### src/pkg/spc_pkg.sv
`default_nettype none
package spc_pkg;
   // -------------------------------------------------------------------
   // Register map
   // -------------------------------------------------------------------
   localparam logic [7:0] OFS_START_POS = 8'h00;
   localparam logic [7:0] OFS_STOP_CTL = 8'h04;
   localparam logic [7:0] OFS_PTR_HIGH = 8'h08;
   localparam logic [7:0] OFS_PTR_LOW = 8'h0C;
   localparam logic [7:0] OFS_CONTROL = 8'h10;
   localparam logic [7:0] OFS_STATUS = 8'h14;
   localparam int CONTROL_DMA_EN_BIT = 0;
   localparam int CONTROL_CHAN_LSB = 1;
   // -------------------------------------------------------------------
   // Control word fields
   // -------------------------------------------------------------------
   localparam int POS_VERTICAL_START_LINE_LSB = 8;
   localparam int POS_HORIZONTAL_START_PIXEL_LSB = 0;
   localparam int CTL_VERTICAL_STOP_LINE_LSB = 8;
   localparam int CTL_ATTACH_BIT = 7;
   localparam int CTL_VERTICAL_START_LINE_HI_BIT = 2;
   localparam int CTL_VERTICAL_STOP_LINE_HI_BIT = 1;
   localparam int CTL_HORIZONTAL_START_PIXEL_LO_BIT = 0;
   localparam logic [8:0] VERTICAL_START_LINE_MAX = 9'h106;
   // -------------------------------------------------------------------
   // Timing and colour constants
   // -------------------------------------------------------------------
   localparam logic [4:0] PIX_PER_LINE = 5'h10;
   localparam logic [8:0] FETCH_H = 9'h000;
   localparam logic [8:0] FIELD_START_V = 9'h000;
   localparam logic [4:0] COLOR_BASE = 5'h10;
   localparam logic [18:0] PTR_STEP = 19'h0_0002;
   // -------------------------------------------------------------------
   // Types
   // -------------------------------------------------------------------
   typedef enum logic [2:0] {
      S_IDLE, S_CTL1, S_CTL2, S_CHECK, S_WAIT, S_LO, S_HI, S_DONE
   } spc_state_e;
   typedef struct packed {
      logic psel;
      logic penable;
      logic pwrite;
      logic [7:0] paddr;
      logic [31:0] pwdata;
   } spc_apb_req_s;
   typedef struct packed {
      logic [31:0] prdata;
      logic pready;
      logic pslverr;
   } spc_apb_rsp_s;
   typedef struct packed {
      logic [8:0] h;
      logic [8:0] v;
   } spc_beam_s;
   typedef struct packed {
      logic req;
      logic [18:0] addr;
   } spc_fetch_req_s;
   typedef struct packed {
      logic ack;
      logic [15:0] data;
   } spc_fetch_rsp_s;
   typedef struct packed {
      logic valid;
      logic opaque;
      logic [4:0] index;
      logic [2:0] prio;
   } spc_pix_s;
   typedef struct packed {
      logic [8:0] vertical_start_line;
      logic [8:0] vertical_stop_line;
      logic [8:0] horizontal_start_pixel;
      logic attach;
   } spc_ctl_s;
   typedef struct packed {
      logic [15:0] lo;
      logic [15:0] hi;
      logic [4:0] count;
   } spc_shift_s;
   typedef struct packed {
      spc_state_e st;
      logic [15:0] pos_word;
      logic [15:0] ctl_word;
      logic [2:0] ptr_high;
      logic [15:0] ptr_low;
      logic [15:0] data_lo;
      logic [15:0] data_hi;
      logic dma_en;
      logic [2:0] chan;
      logic field_done;
      logic [31:0] prdata;
      spc_pix_s pix;
   } spc_main_s;
   localparam spc_shift_s SHIFT_RST = '0;
   localparam spc_main_s MAIN_RST = '0;
endpackage
`default_nettype wire
### src/core/spc_ctl_decode.sv
`timescale 1ns/10ps
`default_nettype none
module spc_ctl_decode (
   input wire logic [15:0] pos_in,
   input wire logic [15:0] ctl_in,
   output spc_pkg::spc_ctl_s ctl_out
);
   // -------------------------------------------------------------------
   // Field split
   // -------------------------------------------------------------------
   always_comb begin
      ctl_out.vertical_start_line = {ctl_in[spc_pkg::CTL_VERTICAL_START_LINE_HI_BIT],
         pos_in[spc_pkg::POS_VERTICAL_START_LINE_LSB +: 8]};
      ctl_out.horizontal_start_pixel = {pos_in[spc_pkg::POS_HORIZONTAL_START_PIXEL_LSB +: 8],
         ctl_in[spc_pkg::CTL_HORIZONTAL_START_PIXEL_LO_BIT]};
      ctl_out.vertical_stop_line = {ctl_in[spc_pkg::CTL_VERTICAL_STOP_LINE_HI_BIT],
         ctl_in[spc_pkg::CTL_VERTICAL_STOP_LINE_LSB +: 8]};
      ctl_out.attach = ctl_in[spc_pkg::CTL_ATTACH_BIT];
   end
endmodule
`default_nettype wire

### src/core/spc_pixel_shift.sv
`timescale 1ns/10ps
`default_nettype none
module spc_pixel_shift (
   input wire logic clk_in,
   input wire logic rst_in,
   input wire logic load_in,
   input wire logic [15:0] lo_in,
   input wire logic [15:0] hi_in,
   output logic [1:0] code_out,
   output logic active_out
);
   spc_pkg::spc_shift_s r;
   spc_pkg::spc_shift_s next_r;

   // -------------------------------------------------------------------
   // Shifter, one low-res pixel per clock
   // -------------------------------------------------------------------
   always_comb begin
      next_r = r;
      if (load_in) begin
         next_r.lo = lo_in;
         next_r.hi = hi_in;
         next_r.count = spc_pkg::PIX_PER_LINE;
      end else if (r.count != '0) begin
         next_r.lo = {r.lo[14:0], 1'h0};
         next_r.hi = {r.hi[14:0], 1'h0};
         next_r.count = r.count - 5'h01;
      end
   end

   always_ff @(posedge clk_in) begin
      if (rst_in) begin
         r <= spc_pkg::SHIFT_RST;
      end else begin
         r <= next_r;
      end
   end

   assign active_out = (r.count != '0);
   assign code_out = active_out ? {r.hi[15], r.lo[15]} : 2'h0;

   // -------------------------------------------------------------------
   // Checks
   // -------------------------------------------------------------------
   property p_width;
      @(posedge clk_in) disable iff (rst_in)
      load_in |=> active_out[*8] ##1 active_out[*8] ##1 !active_out;
   endproperty
   a_width: assert property (p_width)
      else $error("Sprite line is not 16 pixels wide");

   property p_first_pixel;
      @(posedge clk_in) disable iff (rst_in)
      load_in |=> code_out == {$past(hi_in[15]), $past(lo_in[15])};
   endproperty
   a_first_pixel: assert property (p_first_pixel)
      else $error("First pixel is not bit 15 of both words");

   property p_shift_order;
      @(posedge clk_in) disable iff (rst_in)
      (r.count > 5'h01 && !load_in) |=>
         code_out == {$past(r.hi[14]), $past(r.lo[14])};
   endproperty
   a_shift_order: assert property (p_shift_order)
      else $error("Pixels do not shift left one per clock");
endmodule
`default_nettype wire

### src/core/spc_sprite_channel.sv
`timescale 1ns/10ps
`default_nettype none
module spc_sprite_channel (
   input wire logic MCLK_IN,
   input wire logic RST_IN,
   input wire spc_pkg::spc_apb_req_s APB_IN,
   output spc_pkg::spc_apb_rsp_s APB_OUT,
   input wire spc_pkg::spc_beam_s BEAM_IN,
   output spc_pkg::spc_fetch_req_s FETCH_OUT,
   input wire spc_pkg::spc_fetch_rsp_s FETCH_IN,
   output spc_pkg::spc_pix_s PIX_OUT
);
   spc_pkg::spc_main_s r;
   spc_pkg::spc_main_s next_r;
   spc_pkg::spc_ctl_s ctl;
   logic fetch_req;
   logic fetch_ack;
   logic apb_setup;
   logic apb_write;
   logic field_start;
   logic in_range;
   logic shift_load;
   logic [1:0] shift_code;
   logic shift_active;
   logic [17:0] ptr_next;

   // -------------------------------------------------------------------
   // Helpers
   // -------------------------------------------------------------------
   function automatic logic is_mapped(input logic [7:0] a);
      is_mapped = (a == spc_pkg::OFS_START_POS) ||
         (a == spc_pkg::OFS_STOP_CTL) || (a == spc_pkg::OFS_PTR_HIGH) ||
         (a == spc_pkg::OFS_PTR_LOW) || (a == spc_pkg::OFS_CONTROL) ||
         (a == spc_pkg::OFS_STATUS);
   endfunction

   // Pairs of channels share one group of four colour registers
   function automatic logic [4:0] color_index(input logic [2:0] ch,
      input logic [1:0] code);
      color_index = spc_pkg::COLOR_BASE + {1'h0, ch[2:1], 2'h0} +
         {3'h0, code};
   endfunction

   // -------------------------------------------------------------------
   // Control word decode and pixel shifter
   // -------------------------------------------------------------------
   spc_ctl_decode u_decode (
      .pos_in(r.pos_word),
      .ctl_in(r.ctl_word),
      .ctl_out(ctl)
   );

   spc_pixel_shift u_shift (
      .clk_in(MCLK_IN),
      .rst_in(RST_IN),
      .load_in(shift_load),
      .lo_in(r.data_lo),
      .hi_in(r.data_hi),
      .code_out(shift_code),
      .active_out(shift_active)
   );

   // -------------------------------------------------------------------
   // Beam compare
   // -------------------------------------------------------------------
   // Beam counters count low-res, non-interlaced pixels whatever the
   // playfield mode is, so sprite size never follows the playfield.
   assign field_start = (BEAM_IN.v == spc_pkg::FIELD_START_V) &&
      (BEAM_IN.h == spc_pkg::FETCH_H);
   assign in_range = (ctl.vertical_start_line <= BEAM_IN.v) &&
      (BEAM_IN.v < ctl.vertical_stop_line);
   assign shift_load = in_range && (BEAM_IN.h == ctl.horizontal_start_pixel);

   // -------------------------------------------------------------------
   // Fetch port
   // -------------------------------------------------------------------
   assign fetch_req = (r.st == spc_pkg::S_CTL1) ||
      (r.st == spc_pkg::S_CTL2) || (r.st == spc_pkg::S_LO) ||
      (r.st == spc_pkg::S_HI);
   assign fetch_ack = fetch_req && FETCH_IN.ack;
   // Word address: lowest bit of the low pointer is dropped
   assign ptr_next = {r.ptr_high, r.ptr_low[15:1]} + 18'h0_0001;

   always_comb begin
      FETCH_OUT.req = fetch_req;
      FETCH_OUT.addr = {r.ptr_high, r.ptr_low[15:1], 1'h0};
   end

   // -------------------------------------------------------------------
   // APB slave, zero wait states
   // -------------------------------------------------------------------
   assign apb_setup = APB_IN.psel && !APB_IN.penable;
   assign apb_write = APB_IN.psel && APB_IN.penable && APB_IN.pwrite &&
      is_mapped(APB_IN.paddr);

   always_comb begin
      APB_OUT.prdata = r.prdata;
      APB_OUT.pready = 1'h1;
      APB_OUT.pslverr = APB_IN.psel && APB_IN.penable &&
         !is_mapped(APB_IN.paddr);
      PIX_OUT = r.pix;
   end

   // -------------------------------------------------------------------
   // Next state
   // -------------------------------------------------------------------
   always_comb begin
      next_r = r;
      if (apb_setup && !APB_IN.pwrite) begin
         next_r.prdata = '0;
         case (APB_IN.paddr)
            spc_pkg::OFS_PTR_HIGH: next_r.prdata[2:0] = r.ptr_high;
            spc_pkg::OFS_PTR_LOW: next_r.prdata[15:0] = r.ptr_low;
            spc_pkg::OFS_CONTROL: begin
               next_r.prdata[spc_pkg::CONTROL_DMA_EN_BIT] = r.dma_en;
               next_r.prdata[spc_pkg::CONTROL_CHAN_LSB +: 3] = r.chan;
            end
            spc_pkg::OFS_STATUS: begin
               next_r.prdata[2:0] = r.st;
               next_r.prdata[3] = r.field_done;
               next_r.prdata[4] = in_range;
               next_r.prdata[5] = shift_active;
               next_r.prdata[6] = ctl.attach;
            end
            default: next_r.prdata = '0;
         endcase
      end
      if (apb_write) begin
         case (APB_IN.paddr)
            spc_pkg::OFS_START_POS: next_r.pos_word = APB_IN.pwdata[15:0];
            spc_pkg::OFS_STOP_CTL: next_r.ctl_word = APB_IN.pwdata[15:0];
            spc_pkg::OFS_PTR_HIGH: next_r.ptr_high = APB_IN.pwdata[2:0];
            spc_pkg::OFS_PTR_LOW: next_r.ptr_low = APB_IN.pwdata[15:0];
            spc_pkg::OFS_CONTROL: begin
               next_r.dma_en = APB_IN.pwdata[spc_pkg::CONTROL_DMA_EN_BIT];
               next_r.chan = APB_IN.pwdata[spc_pkg::CONTROL_CHAN_LSB +: 3];
            end
            default: next_r.field_done = r.field_done;
         endcase
      end
      // Fetched words land after software writes, so hardware wins
      if (fetch_ack) begin
         next_r.ptr_high = ptr_next[17:15];
         next_r.ptr_low = {ptr_next[14:0], 1'h0};
      end
      unique case (r.st)
         spc_pkg::S_IDLE: next_r.st = r.st;
         spc_pkg::S_CTL1: begin
            if (fetch_ack) begin
               next_r.pos_word = FETCH_IN.data;
               next_r.st = spc_pkg::S_CTL2;
            end
         end
         spc_pkg::S_CTL2: begin
            if (fetch_ack) begin
               next_r.ctl_word = FETCH_IN.data;
               next_r.st = spc_pkg::S_CHECK;
            end
         end
         spc_pkg::S_CHECK: begin
            if (ctl.vertical_start_line < BEAM_IN.v) begin
               next_r.st = spc_pkg::S_DONE;
               next_r.field_done = 1'h1;
            end else begin
               next_r.st = spc_pkg::S_WAIT;
            end
         end
         spc_pkg::S_WAIT: begin
            // Without fetching the data words stay and repeat
            if (BEAM_IN.h == spc_pkg::FETCH_H && r.dma_en) begin
               if (BEAM_IN.v == ctl.vertical_stop_line) begin
                  next_r.st = spc_pkg::S_CTL1;
               end else if (in_range) begin
                  next_r.st = spc_pkg::S_LO;
               end
            end
         end
         spc_pkg::S_LO: begin
            if (fetch_ack) begin
               next_r.data_lo = FETCH_IN.data;
               next_r.st = spc_pkg::S_HI;
            end
         end
         spc_pkg::S_HI: begin
            if (fetch_ack) begin
               next_r.data_hi = FETCH_IN.data;
               next_r.st = spc_pkg::S_WAIT;
            end
         end
         spc_pkg::S_DONE: next_r.st = r.st;
      endcase
      if (field_start) begin
         next_r.field_done = 1'h0;
         next_r.st = r.dma_en ? spc_pkg::S_CTL1 : spc_pkg::S_IDLE;
      end
      // Pixel stage: one register after the shifter
      next_r.pix.valid = shift_active;
      next_r.pix.opaque = shift_active && (shift_code != 2'h0);
      next_r.pix.index = color_index(r.chan, shift_code);
      next_r.pix.prio = r.chan;
   end

   always_ff @(posedge MCLK_IN) begin
      if (RST_IN) begin
         r <= spc_pkg::MAIN_RST;
      end else begin
         r <= next_r;
      end
   end

   // -------------------------------------------------------------------
   // Checks
   // -------------------------------------------------------------------
   property p_ctl_order;
      @(posedge MCLK_IN) disable iff (RST_IN)
      (r.st == spc_pkg::S_CTL1 && fetch_ack && !field_start) |=>
         r.st == spc_pkg::S_CTL2 ##1 r.st == spc_pkg::S_CTL2 ||
         r.st == spc_pkg::S_CHECK || field_start;
   endproperty
   a_ctl_order: assert property (p_ctl_order)
      else $error("Control words not fetched in order");

   property p_ptr_step;
      @(posedge MCLK_IN) disable iff (RST_IN)
      (fetch_ack && !apb_write) |=>
         FETCH_OUT.addr == $past(FETCH_OUT.addr) + spc_pkg::PTR_STEP;
   endproperty
   a_ptr_step: assert property (p_ptr_step)
      else $error("Pointer did not advance one word");

   property p_stale_start;
      @(posedge MCLK_IN) disable iff (RST_IN)
      (r.st == spc_pkg::S_CHECK && ctl.vertical_start_line < BEAM_IN.v &&
         !field_start) |=> r.st == spc_pkg::S_DONE && r.field_done;
   endproperty
   a_stale_start: assert property (p_stale_start)
      else $error("Channel not idle after passed start line");

   property p_start_pixel;
      @(posedge MCLK_IN) disable iff (RST_IN)
      shift_load |-> ##2 PIX_OUT.valid;
   endproperty
   a_start_pixel: assert property (p_start_pixel)
      else $error("No pixel output two cycles after start match");

   property p_transparent;
      @(posedge MCLK_IN) disable iff (RST_IN)
      (shift_code == 2'h0) |=> !PIX_OUT.opaque;
   endproperty
   a_transparent: assert property (p_transparent)
      else $error("Code 00 was not transparent");

   property p_group_index;
      @(posedge MCLK_IN) disable iff (RST_IN)
      (shift_active && shift_code != 2'h0) |=> PIX_OUT.opaque &&
         PIX_OUT.index == {1'h1, $past(r.chan[2:1]), $past(shift_code)};
   endproperty
   a_group_index: assert property (p_group_index)
      else $error("Wrong colour register for pixel code");

   property p_hold_line;
      @(posedge MCLK_IN) disable iff (RST_IN)
      (!r.dma_en && r.st == spc_pkg::S_WAIT) |=>
         $stable(r.data_lo) && $stable(r.data_hi);
   endproperty
   a_hold_line: assert property (p_hold_line)
      else $error("Line data changed with fetching off");

   property p_no_fetch_idle;
      @(posedge MCLK_IN) disable iff (RST_IN)
      (r.st == spc_pkg::S_DONE && !field_start) |=> !FETCH_OUT.req;
   endproperty
   a_no_fetch_idle: assert property (p_no_fetch_idle)
      else $error("Fetch requested after channel retired");

   property p_top_line;
      @(posedge MCLK_IN) disable iff (RST_IN)
      (BEAM_IN.v == ctl.vertical_start_line && ctl.vertical_start_line < ctl.vertical_stop_line &&
         BEAM_IN.h == ctl.horizontal_start_pixel) |-> shift_load;
   endproperty
   a_top_line: assert property (p_top_line)
      else $error("Sprite top line did not start a pixel line");

   property p_line_range;
      @(posedge MCLK_IN) disable iff (RST_IN)
      shift_load |-> (ctl.vertical_start_line <= BEAM_IN.v && BEAM_IN.v < ctl.vertical_stop_line);
   endproperty
   a_line_range: assert property (p_line_range)
      else $error("Pixel line started outside start and stop");

   property p_idle_clear;
      @(posedge MCLK_IN) disable iff (RST_IN)
      !PIX_OUT.valid |-> !PIX_OUT.opaque;
   endproperty
   a_idle_clear: assert property (p_idle_clear)
      else $error("Opaque pixel outside a sprite line");

   property p_sprite_bank;
      @(posedge MCLK_IN) disable iff (RST_IN)
      PIX_OUT.opaque |-> PIX_OUT.index[4] && PIX_OUT.index[1:0] != 2'h0;
   endproperty
   a_sprite_bank: assert property (p_sprite_bank)
      else $error("Opaque pixel outside the sprite colour bank");

   property p_fixed_prio;
      @(posedge MCLK_IN) disable iff (RST_IN)
      PIX_OUT.valid |-> PIX_OUT.prio == $past(r.chan);
   endproperty
   a_fixed_prio: assert property (p_fixed_prio)
      else $error("Pixel priority is not the channel number");

   property p_lo_then_hi;
      @(posedge MCLK_IN) disable iff (RST_IN)
      (r.st == spc_pkg::S_LO && fetch_ack && !field_start) |=>
         r.st == spc_pkg::S_HI;
   endproperty
   a_lo_then_hi: assert property (p_lo_then_hi)
      else $error("High word not fetched after low word");

   property p_stop_reload;
      @(posedge MCLK_IN) disable iff (RST_IN)
      (r.st == spc_pkg::S_WAIT && r.dma_en && !field_start &&
         BEAM_IN.h == spc_pkg::FETCH_H && BEAM_IN.v == ctl.vertical_stop_line) |=>
         r.st == spc_pkg::S_CTL1;
   endproperty
   a_stop_reload: assert property (p_stop_reload)
      else $error("Stop line did not reload control words");

   property p_word_addr;
      @(posedge MCLK_IN) disable iff (RST_IN)
      FETCH_OUT.req |-> !FETCH_OUT.addr[0];
   endproperty
   a_word_addr: assert property (p_word_addr)
      else $error("Fetch address is not word aligned");

   property p_fetch_off_wait;
      @(posedge MCLK_IN) disable iff (RST_IN)
      (!r.dma_en && r.st == spc_pkg::S_WAIT && !field_start) |=>
         r.st == spc_pkg::S_WAIT;
   endproperty
   a_fetch_off_wait: assert property (p_fetch_off_wait)
      else $error("Channel left line wait with fetching off");
endmodule
`default_nettype wire

### config.mk
export PLATFORM = sky130hd
export DESIGN_NAME = spc_sprite_channel
export DESIGN_NICKNAME = d
export VERILOG_FILES = /design/src/pkg/spc_pkg.sv /design/src/core/spc_ctl_decode.sv /design/src/core/spc_pixel_shift.sv /design/src/core/spc_sprite_channel.sv
export SDC_FILE = /design/constraint.sdc
export NUM_CORES = 1
export LEC_CHECK = 0
export ABC_AREA = 0
export BUFFER_PORTS_ARGS = -buffer_cell sky130_fd_sc_hd__buf_2
export CORE_MARGIN = 4
export CORE_UTILIZATION = 51
export CTS_CLUSTER_DIAMETER = 120
export DETAILED_ROUTE_END_ITERATION = 10
export PLACE_DENSITY = 0.85
export SETUP_SLACK_MARGIN = 0.05
export SYNTH_ARGS = -nofsm -noshare
export SYNTH_HDL_FRONTEND = slang
export SYNTH_SLANG_ARGS = --single-unit
### constraint.sdc
create_clock -name MCLK_IN -period 2.3 [get_ports MCLK_IN]
set_input_delay 0.23 -clock MCLK_IN [delete_from_list [all_inputs] [get_ports MCLK_IN]]
set_output_delay 0.23 -clock MCLK_IN [all_outputs]
set_load 0.005 [all_outputs]
==> impl_metrics.yaml <==
floorplanning:
  die_h_um: 131
  ios: 144
  die_w_um: 131
  core_area_sq_um: 14600
  die-area_sq_um: 17000
  start_util_pct: 52.3
  rows: 44
layout:
  syn_to_final_growth_pct: 19.9
  fin_nets: 1061
  drive_above_1_share_pct: 25.5
  fin_cells: 1159
  layout_commonest_cell: "dfxtp_1"
  fillCellCount: 1131
  most-common-layout-cells: "dfxtp_1, buf_2, nand2_1"
synthesis:
  ys_async_sr_fraction_pct: 0
  synth_warnings: 0
  syn_area_sq_um: 7650
  ys_types: 63
  avgSynthCellArea_sq_um: 8.60
  synth-edff-count: 0
  synthFlopType: "dfxtp_1"
  synth_seq_cells: 148
  synth_cells: 890
  yosysSeqAreaShare_pct: 38.7
placement:
  globalplace.congestion: 0.939
  port-buffer-count: 109
  place_inst: 1120
  hpwl_um: 14100
detailed_routing:
  postRouteAntennaNets: 0
  vias: 7171
  drt_first_pass_iters: 9
  drtIter0Drc: 818
  wl_per_cell_um: 19.2
  wirelength_um: 22300
  vias_per_cell: 6.19
  drc_errors: 0
global_routing:
  grt_start_max_net_pins: 132
  antenna_found_initial: 1
  grt_pass1_vias: 6379
  grt_remaining_overflow: 0
  track_usage_pct: 23.8
  grt_pass1_wl_um: 32200
timing:
  finalWorstSetupSlack_ns: -0.0371
  rsz0062_at_grt: "true"
  post-route-min-period_ns: 2.34
  finalHoldViolCount: 0
  fin_crit_sh_pct: 102
  slew_headroom_pct: 51.5
  clock_skew_ns: 0.0142
  worst_pin_slew_ns: 0.725
  finalMaxSlewViolations: 0
  fmax_mhz: 428
  tns_ns: -0.166
  setup_violations: 10
power_and_ir_drop:
  p_leak_uw: 0.00371
  peakVddDrop_uv: 597
  p_per_area_nw_per_um2: 790
cts:
  cts_root_buffer: "clkbuf_16"
  clk_pin_slew_ns: 0.06
  cts_buffers: 17
  cts.sinks: 148
  cts_tree: "yes"
  holdBufCountCts: 0
  clk_path_buf_depth: 2
  htree_levels: 4
  clock_latency_ns: 0.44
critical_path:
  worst_ep_required_time_ns: 2.63
  cp.arrival_ns: 2.67
  cp_max_fo: 32
  endpoint_kind: "flop"
  startpoint_type: "flop"
  critPathKind: "reg -> reg"
job:
  cap_violations: 0
min_path:
  min_path_type: "in -> reg"
outcome:
  status: "complete, but fails checks"
  violations: "negative setup slack"
cells in the mapped netlist (6+ instances only):
master,n,area (sq um)
nand2_1,90,338
buf_2,6,30.0
nor2_1,71,267
nor2b_1,10,62.6
xor2_1,8,70.1
ha_1,20,250
a211oi_1,63,473
nor4_1,11,68.8
a22oi_1,14,105
nand3_1,16,80.1
and3_1,8,50.1
nand4_1,10,62.6
a21oi_1,56,280
or3_1,7,43.8
clkbuf_1,53,199
mux2i_1,66,661
buf_4,64,480
nor3_1,14,70.1
a2111oi_0,31,272
inv_1,32,120
dfxtp_1,148,2960
o21ai_0,16,80.1
timing repair:
action / CTS / global route
setup buffers: 0 / 5
resized for setup: 4 / 78
pin swaps: 0 / 3
endpoints found under the setup margin: 27 / 34
cloned: 0 / 1
path summary, 6_finish.rpt:
kind          startpoint            to  slack [ns]  depth (start not counted)
max               r[129]  u_shift.r[7]       -0.04                          7
min          FETCH_IN[5]         r[68]        0.08                          3
max reg2reg       r[129]  u_shift.r[7]       -0.04                          7
min reg2reg   APB_OUT[4]    APB_OUT[4]        0.45                          2
power by group:
group | switching [uW] | leakage [uW] | internal [uW] | total (uW)
Clock | 1140 | 0.000271 | 1530 | 2670
Sequential | 84.9 | 0.00120 | 2690 | 2780
Combinational | 1040 | 0.00224 | 766 | 1800
per-layer routing:
layer | global-route usage, % | vias up | part of all wire (%)
met2 | 37.1 | 449 | 46
met4 | 12.1 | 0 | 4.0
met3 | 5.20 | 84 | 8.9
li1 | - | 3291 | -
met1 | 31.2 | 3347 | 41
met5 | 0 | - | 0
layout make-up:
class                           count  area (sq um)  share of cell area (%)
Antenna cell                        1          2.50                  0.0273
Clock buffer                       19           443                    4.83
Clock inverter                     13           124                    1.35
Inverter                           32           120                    1.31
Multi-Input combinational cell    601          4260                    46.5
Sequential cell                   148          2960                    32.3
Tap cell                          184           230                    2.51
Timing Repair Buffer              161          1030                    11.2
through the flow:
stage	hold WS (ns)	total power, uW	utilization [%]	setup slack [ns]	cell area, sq um
6_report	0.0790	7250	62.7	-0.0371	9180
5_1_grt	0.0677	7510	62.7	-0.143	9180
4_1_cts	0.0683	7060	60.1	0.0574	8800
3_5_place_dp	0.444	4410	56.1	-0.145	8210
3_3_place_gp	0.437	4370	56.1	-0.0164	8210
2_1_floorplan	0.366	3910	-	0.0408	7730
kinds of logic after synthesis:
group	after synthesis	synth area share, %
and+or+nand+nor	264	16.6
DFF	148	38.7
muxes	67	8.78
buffers and inverters	158	11.1
AOI/OAI and AO/OA	218	19.9
other	2	0.0981
adders and majority gates	20	3.27
xor gates and xnor gates	13	1.49
state kept, by name, summed over array words and instances (netlist names):
signal     count
APB_OUT       16
FETCH_OUT     18
PIX_OUT        8
next_r         3
u_shift.r     37
r             66
critical path, cell delays in order, from the launching register on:
cell,delay (ns)
dfxtp_1,0.32
ha_1,0.32
a21oi_1,0.19
a21boi_0,0.17
or3_4,0.47
a211o_1,0.32
buf_12,0.19
a211oi_1,0.26
No activity file was read; power rests on OpenSTA's default activity.
